==> src/hw/sll_pkg.sv <==
`default_nettype none
package sll_pkg;
    // register indices; byte address is four times the index
    localparam logic [5:0] REG_CTRL = 6'h00;
    localparam logic [5:0] REG_STRAP = 6'h10;
    localparam logic [5:0] REG_CONFIG = 6'h12;
    localparam logic [5:0] REG_LEDCFG = 6'h13;
    localparam logic [5:0] REG_LEDSEL = 6'h1a;
    localparam logic [5:0] REG_TEST = 6'h1c;
    localparam int IDX_LSB = 2;
    localparam int IDX_W = 6;

    localparam int CTRL_AN_BIT = 12;
    localparam int ST_AN_BIT = 15;
    localparam int ST_DUP_BIT = 14;
    localparam int ST_MULTI_BIT = 5;
    localparam int CFG_ADDR_LSB = 0;
    localparam int ADDR_W = 5;
    localparam int LEDCFG_RED_BIT = 5;
    localparam int LEDSEL_4IN1_BIT = 0;
    localparam int TEST_MODE_LSB = 0;
    localparam int TEST_MODE_W = 3;
    localparam int TEST_TRIG_BIT = 3;
    localparam logic [2:0] TEST_MODE_1 = 3'h1;
    localparam logic [2:0] TEST_MODE_4 = 3'h4;
    localparam logic [2:0] TEST_MODE_OFF = 3'h0;

    localparam int CLK_MHZ = 250;
    localparam int SD_HOLD_US = 500;
    localparam int SD_HOLD_CYC = SD_HOLD_US * CLK_MHZ;
    localparam int FLASH_HALF_MS = 50;
    localparam int FLASH_HALF_CYC = FLASH_HALF_MS * CLK_MHZ * 1000;

    // byte-lane aware update of one register bit
    function automatic logic wr_bit(input logic old, input logic [31:0] d,
                                    input logic [3:0] sel, input int idx);
        logic [1:0] lane;
        lane = 2'(idx / 8);
        return sel[lane] ? d[idx] : old;
    endfunction
endpackage
`default_nettype wire

==> src/hw/sll_strap_if.sv <==
`default_nettype none
interface sll_strap_if;
    logic duplex_full;
    logic autoneg;
    logic multi_node;
    logic [sll_pkg::ADDR_W-1:0] mgmt_base_address;

    modport src (output duplex_full, autoneg, multi_node, mgmt_base_address);
    modport dst (input duplex_full, autoneg, multi_node, mgmt_base_address);
endinterface
`default_nettype wire

==> src/hw/sll_strap_latch.sv <==
`default_nettype none
module sll_strap_latch (
    input wire logic clk_sys,
    input wire logic rst_n,
    input wire logic clk_en,
    input wire logic duplex_pin,
    input wire logic autoneg_default_pin,
    input wire logic node_priority_pin,
    input wire logic mgmt_address_pin_bit0,
    input wire logic mgmt_address_pin_bit1,
    input wire logic mgmt_address_pin_bit2,
    input wire logic mgmt_address_pin_bit3,
    input wire logic mgmt_address_pin_bit4,
    sll_strap_if.src straps
);
    typedef struct packed {
        logic duplex_full;
        logic autoneg;
        logic multi_node;
        logic [sll_pkg::ADDR_W-1:0] addr;
    } sll_strap_state_type;

    sll_strap_state_type cur_reg;
    sll_strap_state_type cur_next;

    // straps follow the pins while reset holds; no async reset on purpose
    always_comb begin
        cur_next = cur_reg;
        if (clk_en && !rst_n) begin
            cur_next.duplex_full = duplex_pin;
            cur_next.autoneg = autoneg_default_pin;
            cur_next.multi_node = node_priority_pin;
            cur_next.addr = {mgmt_address_pin_bit4, mgmt_address_pin_bit3,
                             mgmt_address_pin_bit2, mgmt_address_pin_bit1,
                             mgmt_address_pin_bit0};
        end
    end

    always_ff @(posedge clk_sys) begin
        cur_reg <= cur_next;
    end

    assign straps.duplex_full = cur_reg.duplex_full;
    assign straps.autoneg = cur_reg.autoneg;
    assign straps.multi_node = cur_reg.multi_node;
    assign straps.mgmt_base_address = cur_reg.addr;
endmodule // sll_strap_latch
`default_nettype wire

==> src/hw/sll_led_ctrl.sv <==
`default_nettype none
module sll_led_ctrl #(
    parameter int SD_HOLD_CYCLES = sll_pkg::SD_HOLD_CYC,
    parameter int FLASH_HALF_CYCLES = sll_pkg::FLASH_HALF_CYC
) (
    input wire logic clk_sys,
    input wire logic rst_n,
    input wire logic clk_en,
    input wire logic signal_detect,
    input wire logic train_done,
    input wire logic an_done,
    input wire logic gig_link_valid,
    input wire logic remote_rx_ok,
    input wire logic link10_good,
    input wire logic link_up,
    input wire logic full_duplex,
    input wire logic tx_active,
    input wire logic rx_active,
    input wire logic reduced_en,
    input wire logic four_in_one,
    output logic fast_led,
    output logic gig_led,
    output logic duplex_led
);
    localparam int SD_W = $clog2(SD_HOLD_CYCLES + 1);
    localparam int FL_W = $clog2(FLASH_HALF_CYCLES + 1);
    localparam logic [SD_W-1:0] SD_LAST = SD_W'(SD_HOLD_CYCLES - 1);
    localparam logic [FL_W-1:0] FL_LAST = FL_W'(FLASH_HALF_CYCLES - 1);

    typedef enum logic [2:0] {
        SD_DOWN = 3'b001,
        SD_QUAL = 3'b010,
        SD_UP = 3'b100
    } sll_sd_state_type;

    typedef struct packed {
        sll_sd_state_type sd_state;
        logic [SD_W-1:0] sd_cnt;
        logic [FL_W-1:0] fl_cnt;
        logic blink;
        logic act_seen;
        logic fast;
        logic gig;
        logic duplex;
    } sll_led_state_type;

    sll_led_state_type cur_reg;
    sll_led_state_type cur_next;
    logic fast_good;
    logic gig_good;
    logic any_link;
    logic activity;

    always_comb begin
        cur_next = cur_reg;
        fast_good = 1'b0;
        gig_good = train_done && an_done && gig_link_valid
                   && remote_rx_ok;
        activity = tx_active || rx_active;
        if (clk_en) begin
            case (cur_reg.sd_state)
                SD_DOWN: begin
                    cur_next.sd_cnt = '0;
                    if (signal_detect) begin
                        cur_next.sd_state = SD_QUAL;
                    end
                end
                SD_QUAL: begin
                    // qualify for the full hold time, drop at once
                    if (!signal_detect) begin
                        cur_next.sd_state = SD_DOWN;
                    end else if (cur_reg.sd_cnt == SD_LAST) begin
                        cur_next.sd_state = SD_UP;
                    end else begin
                        cur_next.sd_cnt = cur_reg.sd_cnt + SD_W'(1);
                    end
                end
                SD_UP: begin
                    if (!signal_detect) begin
                        cur_next.sd_state = SD_DOWN;
                    end
                end
                default: begin
                    cur_next.sd_state = SD_DOWN;
                end
            endcase
            // blink clock; activity held until the next toggle, set wins
            if (cur_reg.fl_cnt == FL_LAST) begin
                cur_next.fl_cnt = '0;
                cur_next.blink = !cur_reg.blink;
                cur_next.act_seen = activity;
            end else begin
                cur_next.fl_cnt = cur_reg.fl_cnt + FL_W'(1);
                cur_next.act_seen = cur_reg.act_seen || activity;
            end
        end
        fast_good = (cur_reg.sd_state == SD_UP) && signal_detect;
        any_link = link10_good || fast_good || gig_good;
        if (clk_en) begin
            if (reduced_en) begin
                // one combined lamp on the fast link pin
                cur_next.fast = any_link;
                if (four_in_one && cur_reg.act_seen) begin
                    cur_next.fast = any_link && cur_reg.blink;
                end
                cur_next.gig = 1'b0;
            end else begin
                cur_next.fast = fast_good;
                cur_next.gig = gig_good;
            end
            cur_next.duplex = full_duplex && link_up;
        end
    end

    always_ff @(posedge clk_sys or negedge rst_n) begin
        if (!rst_n) begin
            cur_reg <= '{sd_state: SD_DOWN, default: '0};
        end else begin
            cur_reg <= cur_next;
        end
    end

    assign fast_led = cur_reg.fast;
    assign gig_led = cur_reg.gig;
    assign duplex_led = cur_reg.duplex;
endmodule // sll_led_ctrl
`default_nettype wire

==> src/hw/sll_strap_led.sv <==
// Function
// - The duplex strap caught at reset sets the default: high full duplex, low half duplex only.
// - The caught duplex strap reads back in bit 14 of strap status register 0x10.
// - The caught auto-negotiation strap reads back in bit 15 of register 0x10.
// - That strap gives only the reset value of control bit 0x00.12, which software may overwrite.
// - The fast link lamp lights after signal detect held 500 us and drops at once with it.
// - The gigabit link lamp lights only with training, negotiation, valid link and good reception.
// - Five address straps are caught at reset as the management address, pin four the MSB.
// - The caught management address reads back in bits 4:0 of configuration register 0x12.
// - The duplex lamp is lit in full duplex once a link is up, and dark otherwise.
// - The node-priority strap picks multi-node (high) or single-node (low) gigabit priority.
// - The caught node-priority strap reads back in bit 5 of register 0x10.
// - The trigger output on the node-priority pin works only in test modes 1 and 4.
// - Reduced lamp modes are chosen by bit 0x13.5 and bit 0x1A.0.
// - Three-in-one merges all good-link lamps into one; four-in-one adds activity too.
// - In four-in-one mode the lamp is steady for link and flashes on traffic; three-in-one stays steady.
`default_nettype none
module sll_strap_led #(
    parameter int SD_HOLD_CYCLES = sll_pkg::SD_HOLD_CYC,
    parameter int FLASH_HALF_CYCLES = sll_pkg::FLASH_HALF_CYC
) (
    input wire logic clk_sys,
    input wire logic reset_n,
    input wire logic clk_en,
    input wire logic wb_cyc,
    input wire logic wb_stb,
    input wire logic wb_we,
    input wire logic [7:0] wb_adr,
    input wire logic [3:0] wb_sel,
    input wire logic [31:0] wb_dat_w,
    output logic [31:0] wb_dat_r,
    output logic wb_ack,
    input wire logic fast_link_indicator_level,
    output logic fast_link_indicator_drive,
    output logic fast_link_indicator_oe,
    input wire logic gigabit_link_indicator_level,
    output logic gigabit_link_indicator_drive,
    output logic gigabit_link_indicator_oe,
    input wire logic mgmt_address_pin_bit0_level,
    output logic duplex_indicator_drive,
    output logic duplex_indicator_oe,
    input wire logic mgmt_address_pin_bit1,
    input wire logic mgmt_address_pin_bit2,
    input wire logic mgmt_address_pin_bit3,
    input wire logic mgmt_address_pin_bit4,
    input wire logic node_priority_level,
    output logic tx_trigger_drive,
    output logic tx_trigger_oe,
    input wire logic signal_detect,
    input wire logic train_done,
    input wire logic an_done,
    input wire logic gig_link_valid,
    input wire logic remote_rx_ok,
    input wire logic link10_good,
    input wire logic link_up,
    input wire logic full_duplex,
    input wire logic tx_active,
    input wire logic rx_active,
    input wire logic tx_trigger_source,
    output logic autoneg_enable,
    output logic full_duplex_default,
    output logic advertise_multi_node,
    output logic [sll_pkg::ADDR_W-1:0] mgmt_base_address
);
    typedef struct packed {
        logic [1:0] rst_sync;
        logic pins_on;
        logic an_en;
        logic reduced_en;
        logic four_in_one;
        logic [sll_pkg::TEST_MODE_W-1:0] test_mode;
        logic trig_en;
        logic trig;
        logic ack;
        logic [31:0] rdata;
    } sll_top_state_type;

    sll_top_state_type cur_reg;
    sll_top_state_type cur_next;
    logic rst_n_sync;
    logic req;
    logic [sll_pkg::IDX_W-1:0] idx;
    logic [31:0] rd_word;
    logic fast_led;
    logic gig_led;
    logic duplex_led;

    sll_strap_if straps ();

    assign rst_n_sync = cur_reg.rst_sync[1];
    assign idx = wb_adr[sll_pkg::IDX_LSB +: sll_pkg::IDX_W];
    assign req = wb_cyc && wb_stb && !cur_reg.ack;

    sll_strap_latch u_straps (
        .clk_sys(clk_sys),
        .rst_n(rst_n_sync),
        .clk_en(clk_en),
        .duplex_pin(fast_link_indicator_level),
        .autoneg_default_pin(gigabit_link_indicator_level),
        .node_priority_pin(node_priority_level),
        .mgmt_address_pin_bit0(mgmt_address_pin_bit0_level),
        .mgmt_address_pin_bit1(mgmt_address_pin_bit1),
        .mgmt_address_pin_bit2(mgmt_address_pin_bit2),
        .mgmt_address_pin_bit3(mgmt_address_pin_bit3),
        .mgmt_address_pin_bit4(mgmt_address_pin_bit4),
        .straps(straps.src)
    );

    sll_led_ctrl #(
        .SD_HOLD_CYCLES(SD_HOLD_CYCLES),
        .FLASH_HALF_CYCLES(FLASH_HALF_CYCLES)
    ) u_leds (
        .clk_sys(clk_sys),
        .rst_n(rst_n_sync),
        .clk_en(clk_en),
        .signal_detect(signal_detect),
        .train_done(train_done),
        .an_done(an_done),
        .gig_link_valid(gig_link_valid),
        .remote_rx_ok(remote_rx_ok),
        .link10_good(link10_good),
        .link_up(link_up),
        .full_duplex(full_duplex),
        .tx_active(tx_active),
        .rx_active(rx_active),
        .reduced_en(cur_reg.reduced_en),
        .four_in_one(cur_reg.four_in_one),
        .fast_led(fast_led),
        .gig_led(gig_led),
        .duplex_led(duplex_led)
    );

    // read mux; unmapped indices read as zero
    always_comb begin
        rd_word = '0;
        case (idx)
            sll_pkg::REG_CTRL: begin
                rd_word[sll_pkg::CTRL_AN_BIT] = cur_reg.an_en;
            end
            sll_pkg::REG_STRAP: begin
                rd_word[sll_pkg::ST_AN_BIT] = straps.autoneg;
                rd_word[sll_pkg::ST_DUP_BIT] = straps.duplex_full;
                rd_word[sll_pkg::ST_MULTI_BIT] = straps.multi_node;
            end
            sll_pkg::REG_CONFIG: begin
                rd_word[sll_pkg::CFG_ADDR_LSB +: sll_pkg::ADDR_W] =
                    straps.mgmt_base_address;
            end
            sll_pkg::REG_LEDCFG: begin
                rd_word[sll_pkg::LEDCFG_RED_BIT] = cur_reg.reduced_en;
            end
            sll_pkg::REG_LEDSEL: begin
                rd_word[sll_pkg::LEDSEL_4IN1_BIT] = cur_reg.four_in_one;
            end
            sll_pkg::REG_TEST: begin
                rd_word[sll_pkg::TEST_MODE_LSB +: sll_pkg::TEST_MODE_W] =
                    cur_reg.test_mode;
                rd_word[sll_pkg::TEST_TRIG_BIT] = cur_reg.trig_en;
            end
            default: begin
                rd_word = '0;
            end
        endcase
    end

    always_comb begin
        cur_next = cur_reg;
        cur_next.rst_sync = {cur_reg.rst_sync[0], 1'b1};
        if (clk_en) begin
            cur_next.pins_on = rst_n_sync;
            cur_next.ack = req;
            if (req) begin
                cur_next.rdata = rd_word;
            end
            if (!cur_reg.pins_on) begin
                // strap gives the reset value only
                cur_next.an_en = straps.autoneg;
                cur_next.reduced_en = 1'b0;
                cur_next.four_in_one = 1'b0;
                cur_next.test_mode = sll_pkg::TEST_MODE_OFF;
                cur_next.trig_en = 1'b0;
            end else if (wb_cyc && wb_stb && wb_we && cur_reg.ack) begin
                // writes land on the edge that sees ack
                case (idx)
                    sll_pkg::REG_CTRL: begin
                        cur_next.an_en = sll_pkg::wr_bit(cur_reg.an_en,
                            wb_dat_w, wb_sel, sll_pkg::CTRL_AN_BIT);
                    end
                    sll_pkg::REG_LEDCFG: begin
                        cur_next.reduced_en = sll_pkg::wr_bit(
                            cur_reg.reduced_en, wb_dat_w, wb_sel,
                            sll_pkg::LEDCFG_RED_BIT);
                    end
                    sll_pkg::REG_LEDSEL: begin
                        cur_next.four_in_one = sll_pkg::wr_bit(
                            cur_reg.four_in_one, wb_dat_w, wb_sel,
                            sll_pkg::LEDSEL_4IN1_BIT);
                    end
                    sll_pkg::REG_TEST: begin
                        if (wb_sel[0]) begin
                            cur_next.test_mode = wb_dat_w[
                                sll_pkg::TEST_MODE_LSB +: sll_pkg::TEST_MODE_W];
                            cur_next.trig_en =
                                wb_dat_w[sll_pkg::TEST_TRIG_BIT];
                        end
                    end
                    default: begin
                        cur_next.an_en = cur_reg.an_en;
                    end
                endcase
            end
            cur_next.trig = cur_reg.trig_en && tx_trigger_source
                && (cur_reg.test_mode == sll_pkg::TEST_MODE_1
                    || cur_reg.test_mode == sll_pkg::TEST_MODE_4);
        end
    end

    always_ff @(posedge clk_sys or negedge reset_n) begin
        if (!reset_n) begin
            cur_reg <= '0;
        end else begin
            cur_reg <= cur_next;
        end
    end

    assign wb_ack = cur_reg.ack;
    assign wb_dat_r = cur_reg.rdata;
    // pins stay released until reset is over
    assign fast_link_indicator_oe = cur_reg.pins_on;
    assign gigabit_link_indicator_oe = cur_reg.pins_on;
    assign duplex_indicator_oe = cur_reg.pins_on;
    assign tx_trigger_oe = cur_reg.pins_on;
    assign fast_link_indicator_drive = fast_led;
    assign gigabit_link_indicator_drive = gig_led;
    assign duplex_indicator_drive = duplex_led;
    assign tx_trigger_drive = cur_reg.trig;
    assign autoneg_enable = cur_reg.an_en;
    assign full_duplex_default = straps.duplex_full;
    assign advertise_multi_node = straps.multi_node;
    assign mgmt_base_address = straps.mgmt_base_address;
endmodule // sll_strap_led
`default_nettype wire

==> config.mk <==
export PLATFORM = sky130hd
export DESIGN_NAME = sll_strap_led
export DESIGN_NICKNAME = d
export VERILOG_FILES = /design/src/hw/sll_pkg.sv /design/src/hw/sll_strap_if.sv /design/src/hw/sll_strap_latch.sv /design/src/hw/sll_led_ctrl.sv /design/src/hw/sll_strap_led.sv
export SDC_FILE = /design/constraint.sdc
export NUM_CORES = 1
export LEC_CHECK = 0
export BUFFER_PORTS_ARGS = -buffer_cell sky130_fd_sc_hd__buf_2
export CORE_MARGIN = 5
export CORE_UTILIZATION = 54
export CTS_BUF_LIST = sky130_fd_sc_hd__clkbuf_8
export DETAILED_ROUTE_END_ITERATION = 12
export HOLD_SLACK_MARGIN = 0.06
export PLACE_DENSITY = 0.83
export SLEW_MARGIN = 20
export SYNTH_ARGS = -nofsm -noshare
export SYNTH_HDL_FRONTEND = slang
export SYNTH_SLANG_ARGS = --single-unit
==> constraint.sdc <==
create_clock -name clk_sys -period 2.2 [get_ports clk_sys]
set_input_delay 0 -clock clk_sys [delete_from_list [all_inputs] [get_ports clk_sys]]
set_output_delay 0 -clock clk_sys [all_outputs]
set_load 0.01 [all_outputs]
-- Word-level counts from Yosys, hierarchy flattened
Index checks and enable logic that the tools add are counted.
- equal/unequal tests: 24
- add/subtract/negate cells: 2
- reduce and logical (&&, ||, !) cells: 32
- mux-type cells: 28
- operators by type and width (cell ; number):
    two-way mux 17 bit ; 2
    one-hot mux 17 bit (2 select lines) ; 1
    equality test 6 x 5 -> 1 bit (second input constant) ; 5
    adder 24 x 1 -> 24 bit (second input constant) ; 1
    equality test 24 bit (second input constant) ; 1
    two-way mux 24 bit ; 1
    AND reduction 4 bit ; 6
    adder 17 x 1 -> 17 bit (second input constant) ; 1
    equality test 17 bit (second input constant) ; 1
    logical AND 1 bit ; 14
    two-way mux 7 bit ; 2
    two-way mux 3 bit ; 4
    != test 2 bit (second input constant) ; 6
    two-way mux 1 bit ; 10
    != test 2 x 1 -> 1 bit (second input constant) ; 5
    one-hot mux 3 bit (3 select lines) ; 1
    two-way mux 4 bit ; 2
    equality test 3 x 1 -> 1 bit (second input constant) ; 2
    equality test 3 bit (second input constant) ; 2
    zero test 6 bit ; 1
    one-hot mux 3 bit (2 select lines) ; 1
    logical OR 1 bit ; 5
    two-way mux 2 bit ; 2
    AND reduction 2 bit ; 2
    other kinds (6) ; 8
- input port bits: 69
- flip-flop bits (word level): 78

-- Logic depth before layout (Yosys ltp)
Gate-level depths: netlist of run 1.
- word-level depth: 7
- gate-level depth with buffers: 6
- gate-level depth less buffers: 6

-- Hierarchy
From an unflattened synthesis of run 1, not the netlist that was laid out.
- cell total of the unflattened synthesis: 412
- area, all modules: 4194.0 µm²
- by module, submodules not included (module ; seq. area each (µm²) ; cells an instance ; times used ; area an instance (µm²)):
    sll_led_ctrl ; 1227.4 ; 258 ; 1 ; 2591.2
    sll_strap_led ; 525.5 ; 145 ; 1 ; 1348.8
    sll_strap_latch ; 240.2 ; 9 ; 1 ; 254.0

-- Least setup slack after synthesis of run 1
No wires, ideal clock.
- path type: register to register
- from: register cur_reg[43] (netlist bit)
- to: register u_straps.cur_reg (netlist bit u_straps.straps.autoneg), enable pin
- arrival time: 1.758 ns
- path buffers: 0
- library setup time: 0.371 ns
- stages on the path, launching flop included: 2
- data required time: 1.829 ns
- clock period less this slack: 2.129 ns
- path slack: 0.071 ns
- cells stage by stage: dfrtp_1 nor2_1
- longest elaborated chain between the ends: 2
- RTL lines (what ; line ; source):
    start: declaration ; sll_strap_led.sv:78 ; sll_top_state_type cur_reg;
    start signal: assignment ; sll_strap_led.sv:222 ; cur_reg <= cur_next;
    zero test 1 bit (no source line) ; -- ;
    logical AND 1 bit ; sll_strap_latch.sv:29 ; if (clk_en && !rst_n) begin
    end signal: assignment ; sll_strap_latch.sv:40 ; cur_reg <= cur_next;
    end: declaration ; sll_strap_latch.sv:23 ; sll_strap_state_type cur_reg;
No other way between the ends.
A chain may end at the register's enable or synchronous reset.

-- Worst setup path in the final report of run 1
- from: input wb_adr[2]
- to: register cur_reg (netlist bit wb_dat_r[12])
- longest elaborated chain between the ends: 2
- RTL lines (what ; line ; source):
    start: declaration ; sll_strap_led.sv:28 ; input wire logic [7:0] wb_adr,
    zero test 6 bit ; sll_strap_led.sv:136 ; case (idx)
    two-way mux 1 bit ; sll_strap_led.sv:136 ;
No other way between the ends.

==> results of run 1 <==
==> timing repair <==
item | 4_1_cts | 5_1_grt
hold buffers | 29 | 0
buffers inserted | 0 | 0
endpoints found under the hold margin | 50 | 0
==> critical path: stages <==
cell,delay [ns]
dlygate4sd3_1,0.53
buf_2,0.14
or4_1,0.57
nor3_1,0.27
dlygate4sd3_1,0.61
nand2_1,0.05
o21ai_1,0.13
==> cell families after synthesis <==
| family | Yosys count | share of synthesized area |
|---|---|---|
| mux | 3 | 0.00736 |
| other cells | 2 | 0.00184 |
| fa+ha+maj | 2 | 0.00613 |
| flops | 78 | 0.488 |
| xor+xnor | 29 | 0.0622 |
| simple gates | 173 | 0.225 |
| buf+inv | 54 | 0.0840 |
| compound gates | 69 | 0.125 |
==> worst paths after layout <==
| check | endpoint | cells past startpoint |
|---|---|---|
| max reg2reg | u_leds.cur_reg[39] | 7 |
| max | wb_dat_r[12] | 7 |
| min | autoneg_enable | 4 |
| max in group asynchronous | u_leds.cur_reg[19] | 1 |
| min reg2reg | cur_reg[43] | 0 |
| min in group asynchronous | wb_dat_r[3] | 2 |
==> per-stage QoR <==
step	power [uW]	cell area [um2]	std cells	hold WS [ns]
2_1_floorplan	1950	4160	432	-0.296
3_3_place_gp	2040	4380	562	-0.0236
3_5_place_dp	2060	4380	562	-0.0201
4_1_cts	3140	4860	607	0.0708
5_1_grt	3290	4860	607	0.137
6_report	3140	4860	607	0.106
==> final cells by class <==
type / instances / area, um2
fillers: 527 / 2430
flip-flops and latches: 78 / 1990
multi-input cells: 300 / 1830
repair buffers: 103 / 686
clock buffers: 9 / 124
well taps: 99 / 124
clock inverters: 7 / 66.3
inverters: 11 / 41.3
==> synthesized netlist by cell type, types with 2 or more instances <==
library cell,n
dfrtp_1,69
nand2_1,42
nor2_1,36
buf_4,35
nand3_1,23
xor2_1,19
nand4_1,16
o21ai_1,13
inv_1,10
nand2b_1,10
xnor2_1,10
o21ai_0,9
a22o_1,8
edfxtp_1,8
nor3_1,8
a21oi_1,6
clkbuf_1,6
a31oi_1,5
nor4_1,5
and3_1,4
nor2b_1,4
a22oi_1,3
and2_1,3
mux2i_1,3
o2bb2ai_1,3
o31ai_1,3
o31ai_2,3
or4_1,3
a221o_1,2
and4_1,2
conb_1,2
ha_1,2
nor4_2,2
nor4bb_1,2
o211ai_1,2
o21ai_2,2
o41ai_2,2
==> metal layers <==
layer | part of all wire | track usage
met1 | 0.42 | 0.262
met2 | 0.50 | 0.340
met3 | 0.066 | 0.0475
met4 | 0.018 | 0.0572
met5 | 0 | 0
==> report_power, final <==
group	switching, uW	leakage [uW]	internal (uW)
logic	262	0.00112	184
clock network	538	0.000105	520
registers	99.7	0.00102	1540
==> results.cfg, run 1 <==
[global_routing]
globalRouteOverflowTotal = 0
grt_pass1_vias = 3235
grt_max_degree = 51
track_usage = 0.203
antenna_found_initial = 0
grt_pass1_wl_mm = 15.8

[critical_path]
cp-end-kind = flip-flop
r2r_start = u_leds.cur_reg[29]
cp.arrival_ns = 2.31
crit_required_ns = 2.47
reg2reg_slack_ns = 0.27
start_kind = input pin
cp_max_fo = 4
worstSetupStartpoint = wb_adr[2]
critical_path_class = in2reg

[route]
drt_iter0_drc = 166
route.detailed.drc = 0
drt_wl_total_mm = 9.47
vias = 3419
wl_per_cell_um = 15.6
avgViaCountPerCell = 5.63
first_pass_iters = 5
postRouteAntennaNets = 0

[pwr]
ir_drop_mv = 0.268
power.leakage_uw = 0.00224
power_density_nw_per_um2 = 646

[layout]
final_cell_mix = 68 x dfrtp_1, 64 x buf_2, 42 x nand2_1
layout-drive-gt1-share = 0.213
area_growth_pct = 19.2
antennaDiodeCount = 0
final_common_cell = dfrtp_1
nets = 574
finish.utilization = 0.667
largest_register_ffs = 46

[sta]
hold_viol = 0
max_freq_mhz = 490
timing.final.crit_share = 0.928
tightest_slew_ns = 0.733
clock_skew_ns = 0.0136
rsz0062_at_grt = false
min_period_ns = 2.04
fin_ws_ns = 0.159
slew_headroom = 0.507
setup_viol = 0
fin_setup_tns_ns = 0
slew_viol_final = 0

[logic_synthesis]
synth_area_leaders = dfrtp_1 42%, buf_4 6.4%, edfxtp_1 5.9%, xor2_1 4.1%, nand2_1 3.9%
async_reset_ff_frac = 0.897
ys_ff_latch = 78
synth_seq_area_share = 0.488
ys_types = 62
yosys.area.top_type = dfrtp_1
synth-main-ff-cell = dfrtp_1
synth_edf_count = 8
synthCells = 410
synth_warnings = 0
synth_area_per_cell_um2 = 9.95
synth_top_area_frac = 0.423
syn_area_um2 = 4080

[clock_network]
cts_sinks = 78
clkLatencyLatePin_ns = 0.36
cts-resized-gates = 0
cts_buffers = 9
clkTransAtPathRegs_ns = 0.09
clockBufferDepth = 2
cts_tree = yes
clock-root-buffer = clkbuf_8
h-tree-depth = 3

[placed_design]
place_ws_ns = 0.306
gp_congestion = 0.928
io_buffer_count = 64
hpwl_mm = 6.30

[floorplanning]
core_area_um2 = 7290
dieArea_um2 = 9400
pin_count = 118
die_h_um = 96.9
die_x_um = 96.9
start_util = 0.560
num_rows = 31

[job]
maxCapViolations = 0

[min_path]
hold_class = in2reg
hp-start = wb_dat_w[12]

[run_status]
status = completed
Power figures use the tool's default switching activity.
==> run 2, diff against run 1 <==
RECOVER_POWER = 25   (was unset)
==> run 2 against run 1 <==
  * Highest routed layer unchanged
  * Clock power barely moved
  * Flip-flop and latch count unchanged
  * Wire length fell by 0.27%
==> results.cfg, run 2 (same netlist as run 1, synthesis figures left out) <==
[route]
drt_iter0_drc = 150
route.detailed.drc = 0
drt_wl_total_mm = 9.44
vias = 3406
first_pass_iters = 5
postRouteAntennaNets = 0
wl_per_cell_um = 15.6
avgViaCountPerCell = 5.61

[layout]
stdcell_count = 607
layout-drive-gt1-share = 0.183
antennaDiodeCount = 0
multi_input_area_um2 = 1830
nets = 574
final_common_cell = dfrtp_1
finish.utilization = 0.664
final_cell_mix = 68 x dfrtp_1, 49 x buf_2, 42 x nand2_1
n_fill_cell = 539
largest_register_ffs = 46
regArea_um2 = 1990
area_growth_pct = 18.6

[critical_path]
cp-end-kind = flip-flop
critPathBufInv = 3
crit_chain = dlygate4sd3_1 > buf_2 > or4_1 > nor3_1 > dlygate4sd3_1 > nand2_1 > o21ai_1
r2r_cells = 7
critPathTopFamily = buffers and inverters
critPathMaxStageDelay_ns = 0.61
start_kind = input pin
worstSetupStartpoint = wb_adr[2]
crit_path_end = wb_dat_r[12]
cp_common_cell = dlygate4sd3_1
crit_path_top_delay_cell = dlygate4sd3_1
crit_required_ns = 2.47
r2r_start = u_leds.cur_reg[29]
reg2reg_slack_ns = 0.28
cp_max_fo = 4
cp_num_cells = 7
cp.arrival_ns = 2.32
critical_path_class = in2reg
r2r_end = u_leds.cur_reg[39]

[pwr]
switchingPower_uw = 897
comb_power_share = 0.141
ir_drop_mv = 0.269
power.leakage_uw = 0.00218
sw_frac_of_total = 0.286
totalPowerFinal_uw = 3140
power_frac_seq = 0.522
power_density_nw_per_um2 = 648
clkPwrFrac = 0.337
p_int_uw = 2240

[sta]
slew_headroom = 0.168
min_period_ns = 2.05
fin_ws_ns = 0.148
slew_viol_final = 0
tightest_slew_ns = 1.25
hold_viol = 0
fin_setup_tns_ns = 0
rsz0062_at_grt = false
setup_viol = 0
max_freq_mhz = 487
clock_skew_ns = 0.0140
timing.final.crit_share = 0.933

[global_routing]
track_usage = 0.203
antenna_found_initial = 0
globalRouteOverflowTotal = 0
grt_pass1_wl_mm = 15.8
grt_max_degree = 51
grt_pass1_vias = 3235

[clock_network]
cts_sinks = 78
h-tree-depth = 3
cts_buffers = 9
clockBufferDepth = 2
clock-root-buffer = clkbuf_8
cts-resized-gates = 0
cts_tree = yes
clkLatencyLatePin_ns = 0.36
cts_setup_buffers = 0
clkTransAtPathRegs_ns = 0.09

[floorplanning]
num_rows = 31
dieArea_um2 = 9400
die_h_um = 96.9
pin_count = 118
core_area_um2 = 7290
start_util = 0.560
die_x_um = 96.9

[run_status]
status = completed

[placed_design]
gp_congestion = 0.928
hpwl_mm = 6.30
dp_cells = 562
place_ws_ns = 0.306
io_buffer_count = 64

[job]
maxCapViolations = 0

[min_path]
hold_class = in2reg
## run 2: layout make-up
cell class                      count  share of cell area
Inverter                           11             0.00853
Sequential cell                    78               0.412
Multi-Input combinational cell    300               0.378
Clock buffer                        9              0.0256
Clock inverter                      7              0.0137
Timing Repair Buffer              103               0.137
Tap cell                           99              0.0256
## run 2: power groups by stage
stage               sequential (uW)  clock (uW)  combinational [uW]
floorplan                      1660           0                 291
global placement               1650           0                 387
detailed placement             1660           0                 401
CTS                            1630        1070                 439
global route                   1650        1140                 495
finish                         1640        1060                 443
## run 2: timing repair
action | 4_1_cts | 5_1_grt
setup endpoints to repair | 0 | 0
hold endpoints to repair | 50 | 0
hold buffers | 29 | 0
## run 2: routing by layer
metal	GRT usage	routed length (um)
met4	0.0572	186
met2	0.340	4740
met5	0	0
met1	0.262	3940
met3	0.0475	585
## run 2: worst min-delay path, cell delays in order
cell and delay (ns):
buf_2 0.07, nor3_1 0.04, a31oi_1 0.17, o21a_1 0.12
## run 2: worst min path at each step
stage | from | to | slack, ns | cells past startpoint
floorplan | reset_n | autoneg_enable | -0.30 | 0
detailed placement | reset_n | wb_dat_r[0] | -0.02 | 1
global route | wb_dat_w[12] | autoneg_enable | 0.14 | 4
finish | wb_dat_w[12] | autoneg_enable | 0.08 | 4
global placement | reset_n | wb_dat_r[0] | -0.02 | 1
CTS | wb_dat_w[12] | autoneg_enable | 0.07 | 4
## run 2: per-stage QoR
stage | hold slack [ns] | cell area, um2
CTS | 0.0708 | 4860
floorplan | -0.296 | 4160
global route | 0.137 | 4840
finish | 0.0774 | 4840
detailed placement | -0.0201 | 4380
global placement | -0.0236 | 4380
